### src/rtl/status_regs_pkg.sv
// Package: offsets, field positions and reset values of the status slice
package status_regs_pkg;
  localparam logic [7:0] ADDR_BUS_SWITCH_CONTROL = 8'h1E;
  localparam logic [7:0] ADDR_USER_ARRAY_LOCK = 8'h20;
  localparam logic [7:0] ADDR_DEVICE_CONDITION_FLAGS = 8'h21;
  localparam logic [7:0] ADDR_DEVICE_FAULT_FLAGS = 8'h22;
  localparam logic [7:0] ADDR_ENABLE_A_CONTROL = 8'h23;
  localparam int SWITCH_DRIVE_BIT = 0;
  localparam int LOCK_BIT = 7;
  localparam int COND_RESET_BIT = 6;
  localparam int COND_OSC_BIT = 5;
  localparam int COND_SWITCH_BIT = 4;
  localparam int COND_TEST_BIT = 3;
  localparam int COND_ST_RUN_BIT = 2;
  localparam int COND_OFFSET_BIT = 1;
  localparam int COND_OC_DONE_BIT = 0;
  localparam int FAULT_FACTORY_BIT = 7;
  localparam int FAULT_USER_NV_BIT = 6;
  localparam int FAULT_RW_BIT = 5;
  localparam int FAULT_UNLOCKED_BIT = 4;
  localparam int FAULT_ST_PEND_BIT = 2;
  localparam int FAULT_BUF_LOW_BIT = 1;
  localparam int FAULT_BUS_LOW_BIT = 0;
  localparam int ST_PATTERN_HIGH_BIT = 1;
  localparam int ST_PATTERN_LOW_BIT = 2;
  localparam int ST_ENABLE_BIT = 0;
  localparam logic [7:0] SWITCH_RESET = 8'h00;
  localparam logic [7:0] LOCK_RESET = 8'h00;
  localparam logic [7:0] ENABLE_A_RESET = 8'h00;
  localparam logic [3:0] PHYS_ADDR_RESET = 4'h0;
endpackage : status_regs_pkg

### src/rtl/bus_switch_lock_status_regs.sv
// Bus switch, user array lock and device status register slice
// What this block does
// Switch bit drives pin low when set
// Switch register joins read/write integrity check
// Condition bit 4 mirrors switch pin activity
// Lock refuses user array writes, starts verify
// Lock burned only if set at program
// Physical address mirror stays writable after lock
// Both status registers ignore master writes
// Reset flag set by reset, read clears
// Oscillator fault set on training/timing error
// Test flag follows test mode
// Enable_a running equals OR of control bits
// Offset fault set at offset limit
// Offset cancel done after init finishes
// Factory array fault cleared only by reset
// User array fault cleared only by reset
// Read/write array fault cleared only by reset
// Unlocked flag is inverse of lock
// Enable_a pending cleared by enable write
// Buffer supply low set, read clears
// Bus input low set, read clears
// Periodic mode entry clears enable_a control
// Set beats simultaneous clearing read
module bus_switch_lock_status_regs
  import status_regs_pkg::*;
(
  input wire logic clk,
  input wire logic rst,
  input wire logic reg_wr,
  input wire logic reg_rd,
  input wire logic [7:0] reg_addr,
  input wire logic [7:0] reg_wdata,
  output logic [7:0] reg_rdata,
  output logic reg_refused,
  input wire logic user_array_wr,
  input wire logic [3:0] phys_addr_wdata,
  input wire logic program_nv,
  input wire logic osc_training_fault,
  input wire logic factory_test_flag,
  input wire logic offset_limit_hit,
  input wire logic offset_cancel_done,
  input wire logic factory_array_fault,
  input wire logic user_array_fault,
  input wire logic rw_array_fault,
  input wire logic buffer_supply_low,
  input wire logic bus_input_low,
  input wire logic periodic_collection_mode,
  output logic bus_switch_pin_o,
  output logic bus_switch_pin_oe,
  output logic user_array_write_ok,
  output logic user_array_verify_en,
  output logic rw_array_verify_include_switch,
  output logic [3:0] phys_addr_mirror,
  output logic [7:0] enable_a_control,
  output logic lock_burned
);
  // Lanes of the two-stage synchroniser for asynchronous status inputs
  localparam int SYNC_W = 7;
  localparam int SYNC_PERIODIC_COLLECTION_MODE = 0;
  localparam int SYNC_BUS_LOW = 1;
  localparam int SYNC_BUF_LOW = 2;
  localparam int SYNC_OC_DONE = 3;
  localparam int SYNC_OFFSET = 4;
  localparam int SYNC_TEST = 5;
  localparam int SYNC_OSC = 6;
  localparam int ST_W = 3;

  typedef struct packed {
    logic [7:0] rdata;
    logic refused;
    logic switch_drive;
    logic lock_mirror;
    logic lock_nv;
    logic [3:0] phys_addr;
    logic [ST_W-1:0] st_ctrl;
    logic reset_flag;
    logic osc_flag;
    logic offset_flag;
    logic factory_fault;
    logic user_fault;
    logic rw_fault;
    logic st_pending;
    logic buf_low;
    logic bus_low;
    logic periodic_collection_mode_d;
    logic [SYNC_W-1:0] sync1;
    logic [SYNC_W-1:0] sync2;
  } state_s;

  state_s state_reg;
  state_s state_next;
  logic [SYNC_W-1:0] async_in;
  logic [7:0] cond_view;
  logic [7:0] fault_view;
  logic [7:0] read_view;
  logic rd_switch;
  logic rd_lock;
  logic rd_cond;
  logic rd_fault;
  logic rd_enable_a;
  logic wr_switch;
  logic wr_lock;
  logic wr_enable_a;
  logic wr_status;
  logic lock_refused;
  logic user_refused;
  logic periodic_collection_mode_entry;
  logic osc_seen;
  logic offset_seen;
  logic test_level;
  logic oc_done_level;
  logic buf_low_seen;
  logic bus_low_seen;
  logic wdata_switch;
  logic wdata_lock;
  logic wdata_enable;
  logic [ST_W-1:0] wdata_st;

  // Only the second stage of the synchroniser is read by logic
  assign async_in[SYNC_PERIODIC_COLLECTION_MODE] = periodic_collection_mode;
  assign async_in[SYNC_BUS_LOW] = bus_input_low;
  assign async_in[SYNC_BUF_LOW] = buffer_supply_low;
  assign async_in[SYNC_OC_DONE] = offset_cancel_done;
  assign async_in[SYNC_OFFSET] = offset_limit_hit;
  assign async_in[SYNC_TEST] = factory_test_flag;
  assign async_in[SYNC_OSC] = osc_training_fault;

  assign osc_seen = state_reg.sync2[SYNC_OSC];
  assign offset_seen = state_reg.sync2[SYNC_OFFSET];
  assign test_level = state_reg.sync2[SYNC_TEST];
  assign oc_done_level = state_reg.sync2[SYNC_OC_DONE];
  assign buf_low_seen = state_reg.sync2[SYNC_BUF_LOW];
  assign bus_low_seen = state_reg.sync2[SYNC_BUS_LOW];
  assign periodic_collection_mode_entry = state_reg.sync2[SYNC_PERIODIC_COLLECTION_MODE] && !state_reg.periodic_collection_mode_d;

  assign rd_switch = reg_rd && (reg_addr == ADDR_BUS_SWITCH_CONTROL);
  assign rd_lock = reg_rd && (reg_addr == ADDR_USER_ARRAY_LOCK);
  assign rd_cond = reg_rd && (reg_addr == ADDR_DEVICE_CONDITION_FLAGS);
  assign rd_fault = reg_rd && (reg_addr == ADDR_DEVICE_FAULT_FLAGS);
  assign rd_enable_a = reg_rd && (reg_addr == ADDR_ENABLE_A_CONTROL);
  assign wr_switch = reg_wr && (reg_addr == ADDR_BUS_SWITCH_CONTROL);
  assign wr_lock = reg_wr && (reg_addr == ADDR_USER_ARRAY_LOCK);
  assign wr_enable_a = reg_wr && (reg_addr == ADDR_ENABLE_A_CONTROL);
  assign wr_status = reg_wr && ((reg_addr == ADDR_DEVICE_CONDITION_FLAGS)
                     || (reg_addr == ADDR_DEVICE_FAULT_FLAGS));

  assign wdata_switch = reg_wdata[SWITCH_DRIVE_BIT];
  assign wdata_lock = reg_wdata[LOCK_BIT];
  assign wdata_enable = reg_wdata[ST_ENABLE_BIT];
  assign wdata_st = reg_wdata[ST_W-1:0];

  // Lock burned: lock and user array writes are refused
  assign lock_refused = wr_lock && state_reg.lock_nv;
  assign user_refused = user_array_wr && state_reg.lock_nv;

  always_comb begin
    cond_view = 8'h00;
    cond_view[COND_RESET_BIT] = state_reg.reset_flag;
    cond_view[COND_OSC_BIT] = state_reg.osc_flag;
    cond_view[COND_SWITCH_BIT] = state_reg.switch_drive;
    cond_view[COND_TEST_BIT] = test_level;
    cond_view[COND_ST_RUN_BIT] = |state_reg.st_ctrl;
    cond_view[COND_OFFSET_BIT] = state_reg.offset_flag;
    cond_view[COND_OC_DONE_BIT] = oc_done_level;
    fault_view = 8'h00;
    fault_view[FAULT_FACTORY_BIT] = state_reg.factory_fault;
    fault_view[FAULT_USER_NV_BIT] = state_reg.user_fault;
    fault_view[FAULT_RW_BIT] = state_reg.rw_fault;
    fault_view[FAULT_UNLOCKED_BIT] = ~state_reg.lock_nv;
    fault_view[FAULT_ST_PEND_BIT] = state_reg.st_pending;
    fault_view[FAULT_BUF_LOW_BIT] = state_reg.buf_low;
    fault_view[FAULT_BUS_LOW_BIT] = state_reg.bus_low;
  end

  // Unmapped reads return zero
  always_comb begin
    if (rd_switch) begin
      read_view = {7'h00, state_reg.switch_drive};
    end else if (rd_lock) begin
      read_view = {state_reg.lock_mirror, 7'h00};
    end else if (rd_cond) begin
      read_view = cond_view;
    end else if (rd_fault) begin
      read_view = fault_view;
    end else if (rd_enable_a) begin
      read_view = {5'h00, state_reg.st_ctrl};
    end else begin
      read_view = 8'h00;
    end
  end

  always_comb begin
    state_next = state_reg;
    state_next.refused = 1'b0;
    state_next.sync1 = async_in;
    state_next.sync2 = state_reg.sync1;
    state_next.periodic_collection_mode_d = state_reg.sync2[SYNC_PERIODIC_COLLECTION_MODE];
    if (reg_rd) begin
      state_next.rdata = read_view;
    end
    // Clear on read first, so sets below win
    if (rd_cond) begin
      state_next.reset_flag = 1'b0;
    end
    if (rd_fault) begin
      state_next.buf_low = 1'b0;
      state_next.bus_low = 1'b0;
    end
    if (wr_switch) begin
      state_next.switch_drive = wdata_switch;
    end
    if (wr_lock && !state_reg.lock_nv) begin
      state_next.lock_mirror = wdata_lock;
    end
    if (wr_enable_a) begin
      state_next.st_ctrl = wdata_st;
    end
    if (wr_enable_a && wdata_enable) begin
      state_next.st_pending = 1'b0;
    end
    if (wr_status || lock_refused || user_refused) begin
      state_next.refused = 1'b1;
    end
    // Mirror of the physical address stays writable after lock
    if (user_array_wr) begin
      state_next.phys_addr = phys_addr_wdata;
    end
    if (program_nv && state_reg.lock_mirror) begin
      state_next.lock_nv = 1'b1;
    end
    // Entry into periodic mode beats a same-cycle control write
    if (periodic_collection_mode_entry) begin
      state_next.st_ctrl = '0;
    end
    // Sticky sets, winning over clears
    if (osc_seen) begin
      state_next.osc_flag = 1'b1;
    end
    if (offset_seen) begin
      state_next.offset_flag = 1'b1;
    end
    if (factory_array_fault) begin
      state_next.factory_fault = 1'b1;
    end
    if (user_array_fault) begin
      state_next.user_fault = 1'b1;
    end
    if (rw_array_fault) begin
      state_next.rw_fault = 1'b1;
    end
    if (buf_low_seen) begin
      state_next.buf_low = 1'b1;
    end
    if (bus_low_seen) begin
      state_next.bus_low = 1'b1;
    end
  end

  always_ff @(posedge clk) begin
    if (rst) begin
      state_reg <= '0;
      state_reg.switch_drive <= SWITCH_RESET[SWITCH_DRIVE_BIT];
      state_reg.lock_mirror <= LOCK_RESET[LOCK_BIT];
      state_reg.phys_addr <= PHYS_ADDR_RESET;
      state_reg.st_ctrl <= ENABLE_A_RESET[ST_W-1:0];
      state_reg.reset_flag <= 1'b1;
      state_reg.st_pending <= 1'b1;
    end else begin
      state_reg <= state_next;
    end
  end

  assign reg_rdata = state_reg.rdata;
  assign reg_refused = state_reg.refused;
  assign bus_switch_pin_o = 1'b0;
  assign bus_switch_pin_oe = state_reg.switch_drive;
  assign user_array_write_ok = ~state_reg.lock_nv;
  assign user_array_verify_en = state_reg.lock_nv;
  assign rw_array_verify_include_switch = 1'b1;
  assign phys_addr_mirror = state_reg.phys_addr;
  assign enable_a_control = {5'h00, state_reg.st_ctrl};
  assign lock_burned = state_reg.lock_nv;
endmodule : bus_switch_lock_status_regs

### config.mk
export PLATFORM = sky130hd
export DESIGN_NAME = bus_switch_lock_status_regs
export DESIGN_NICKNAME = d
export VERILOG_FILES = /design/src/rtl/status_regs_pkg.sv /design/src/rtl/bus_switch_lock_status_regs.sv
export SDC_FILE = /design/constraint.sdc
export NUM_CORES = 1
export LEC_CHECK = 0
export ABC_AREA = 1
export BUFFER_PORTS_ARGS = -buffer_cell sky130_fd_sc_hd__buf_2
export CAP_MARGIN = 0
export CORE_UTILIZATION = 50
export CTS_BUF_LIST = sky130_fd_sc_hd__clkbuf_4 sky130_fd_sc_hd__clkbuf_8
export DETAILED_ROUTE_END_ITERATION = 16
export HOLD_SLACK_MARGIN = 0.03
export PLACE_DENSITY = 0.79
export SLEW_MARGIN = 20
export SYNTH_ARGS = -nofsm -noshare
export SYNTH_HDL_FRONTEND = slang
export SYNTH_SLANG_ARGS = --single-unit
### constraint.sdc
create_clock -name clk -period 1.08 [get_ports clk]
set_input_delay 0.162 -clock clk [delete_from_list [all_inputs] [get_ports clk]]
set_output_delay 0.162 -clock clk [all_outputs]
set_load 0.05 [all_outputs]
==> results.sh <==
export IMPL_status="completed"
export IMPL_cts_buffers=5
export IMPL_worst_path_max_fanout=4
export IMPL_ff2ff_path_depth=6
export IMPL_critPathRequiredTime_ns=0.92
export IMPL_clkPwrFrac_pct=36.1
export IMPL_path_cells="clkinvlp_4 -> buf_6"
export IMPL_dr_pass1_iters=4
export IMPL_hold_ws_ns=0.0636
export IMPL_antenna_found_initial=0
export IMPL_p_seq_share_pct=53.0
export IMPL_yosysUniqueCellTypes=24
export IMPL_cts_root_buffer="clkbuf_8"
export IMPL_reg2reg_to="reg_rdata[2]"
export IMPL_die_area_sq_um=4040
export IMPL_p_per_area_nw_per_um2=1380
export IMPL_reg2reg_slack_ns=0.16
export IMPL_multi_input_area_sq_um=717
export IMPL_internal_power_w=0.00235
export IMPL_vias=1592
export IMPL_drive_gt1_share_pct=28.6
export IMPL_drv_slew=0
export IMPL_rr_startpoint="enable_a_control[0]"
export IMPL_via_per_inst=4.55
export IMPL_yosysMostFrequentCell="nor2_1"
export IMPL_routedWlPerCell_um=9.90
export IMPL_synth_top_cells_by_count="53 x nor2_1, 44 x nand2_1, 43 x dfxtp_1, 32 x inv_1, 23 x buf_4"
export IMPL_syn_instance_count=261
export IMPL_netlist_area_leader_share_pct=45.4
export IMPL_synth_area_sq_um=1890
export IMPL_utilization_pct=65.0
export IMPL_drtAntennaViolNets=0
export IMPL_areaGrowthSynthToFinish_pct=19.0
export IMPL_pre_cts_ws_ns=-0.105
export IMPL_maxCapViolCount=0
export IMPL_grt_usage_pct=19.3
export IMPL_cts_clk_slew_worst_paths_ns=0.08
export IMPL_htreeDepth=2
export IMPL_synth_edff_count=0
export IMPL_finalHoldViolCount=0
export IMPL_switching_share_pct=24.8
export IMPL_finalCriticalPeriod_ns=1.07
export IMPL_critPathMaxStageDelay_ns=0.38
export IMPL_die_h_um=63.6
export IMPL_grtUsageMet2_pct=32.7
export IMPL_synth_ff_type="dfxtp_1"
export IMPL_setup_viol=0
export IMPL_rsz0062_at_grt="true"
export IMPL_ir_drop_mv=0.842
export IMPL_crit_start="lock_burned"
export IMPL_period_share_pct=99.4
export IMPL_p_sw_w=0.000775
export IMPL_drt_total_wl_mm=3.47
export IMPL_final_nets=339
export IMPL_fmax_mhz=932
export IMPL_clkLatencyLatePin_ns=0.30
export IMPL_gr_usage_met3_pct=7.07
export IMPL_final_setup_worst_slack_ns=0.00662
export IMPL_dp_cells=340
export IMPL_rows=21
export IMPL_ys_seq_area_share_pct=45.4
export IMPL_synth_seq_cells=43
export IMPL_crit_path_top_delay_cell="dfxtp_4"
export IMPL_synth_top_cell_by_area="dfxtp_1"
export IMPL_cts_tree="done"
export IMPL_regArea_sq_um=865
export IMPL_insertedDiodeCount=0
export IMPL_gr_usage_met1_pct=20.7
export IMPL_cts_max_path_buffers=2
export IMPL_hp_class="input pin to register"
export IMPL_drc=0
export IMPL_port_buffers=51
export IMPL_grt_max_degree=29
export IMPL_grt_busiest_layer="met2"
export IMPL_path_class="register to output port"
export IMPL_fillCellCount=305
export IMPL_finalNonFillerCells=350
export IMPL_crit_arrival_ns=0.91
export IMPL_cp_start_kind="register"
export IMPL_p_comb_share_pct=10.9
export IMPL_drt_iter0_drc=56
export IMPL_gr_total_overflow=0
export IMPL_async_flop_share_pct=0
export IMPL_io_pins=63
export IMPL_grt_pass1_wl_mm=5.96
export IMPL_worstSetupEndpoint="user_array_write_ok"
export IMPL_initial_utilization_pct=54.6
export IMPL_hold_buffers=0
export IMPL_p_leak_nw=1.14
export IMPL_cts_sinks=43
export IMPL_yosys_warnings=0
export IMPL_fin_skew_ns=0.00713
export IMPL_grt_pass1_vias=1478
export IMPL_coreArea_sq_um=3470
export IMPL_die_w_um=63.6
export IMPL_crit_path_end_kind="output port"
export IMPL_gp_congestion=0.841
export IMPL_synthTopCellsByArea="dfxtp_1 45%, nor2_1 11%, buf_4 9.1%, nand2_1 8.7%, inv_1 6.3%"
export IMPL_dp_hpwl_mm=2.53
export IMPL_syn_area_per_cell_sq_um=7.26
worst min-delay path by stage:
stage                             start       endpoint  slack [ns]  cells past startpoint
2_1_floorplan  periodic_collection_mode  state_next[0]        0.27                      2
3_3_place_gp          buffer_supply_low  state_next[2]        0.36                      3
3_5_place_dp          buffer_supply_low  state_next[2]        0.37                      3
4_1_cts                offset_limit_hit  state_next[4]        0.06                      3
5_1_grt                offset_limit_hit  state_next[4]        0.06                      3
6_report               user_array_fault  fault_view[6]        0.06                      3
final cells by class:
class	count	share of cell area (%)
Multi-Input combinational cell	157	31.8
Sequential cell	43	38.3
Timing Repair Buffer	59	16.3
Tap cell	46	2.55
Clock buffer	8	4.61
Inverter	37	6.38
per-stage QoR:
step	instance area [sq um]	total power (W)	setup TNS (ns)
6_report	2250	0.00312	0
4_1_cts	2200	0.00313	-0.121
2_1_floorplan	1930	0.00195	-0.0238
5_1_grt	2250	0.00326	-0.0735
3_3_place_gp	2080	0.00202	-0.443
3_5_place_dp	2080	0.00203	-0.661
cell usage in the layout (no fill, tap or decap):
master       n
nor2_1      53
nand2_1     44
dfxtp_1     42
buf_2       36
inv_1       31
nand3_1     15
clkbuf_4    11
a21oi_1      9
buf_4        9
o21ai_0      7
conb_1       7
clkbuf_8     7
nand4_1      5
inv_2        4
nor2_4       4
nor2_2       4
buf_6        4
nand2_2      2
nand3_2      2
clkinvlp_4   1
o21ai_1      1
o211ai_1     1
nor3_1       1
a211oi_1     1
clkinv_2     1
o211ai_2     1
dfxtp_4      1
power groups by stage:
stage	sequential (W)	combinational, W	clock, W
2_1_floorplan	0.00169	0.000262	0
3_3_place_gp	0.00169	0.000331	0
3_5_place_dp	0.00169	0.000337	0
4_1_cts	0.00166	0.000339	0.00114
5_1_grt	0.00166	0.000375	0.00122
6_report	0.00166	0.000339	0.00113
worst max-delay path, delay by kind of cell (launching register included):
family,cells,cell delay (ns)
flip-flops,1,0.38
buffers and inverters,2,0.24
repair_timing:
action | CTS | global route
pin swaps | 0 | 0
cloned | 0 | 0
resized for setup | 6 | 13
buffers inserted | 0 | 2
endpoints found under the setup margin | 7 | 14
layer usage:
layer | part of all wire [%] | wire length (um) | up-vias
li1 | - | - | 846
met1 | 45 | 1560 | 694
met4 | 2.2 | 77 | 0
met5 | 0 | 0 | -
met2 | 47 | 1630 | 43
met3 | 5.8 | 201 | 9
cells by family (layout without fill, tap and decap cells):
kind of cell | count (synthesis) | in the layout | synth area share (%)
other | 2 | 7 | 0.396
buffers and inverters | 66 | 104 | 18.0
DFF | 43 | 43 | 45.4
AOI/OAI and AO/OA | 20 | 20 | 5.94
and+or+nand+nor | 130 | 130 | 30.3
Note: power is estimated with default switching activity, not from simulation.
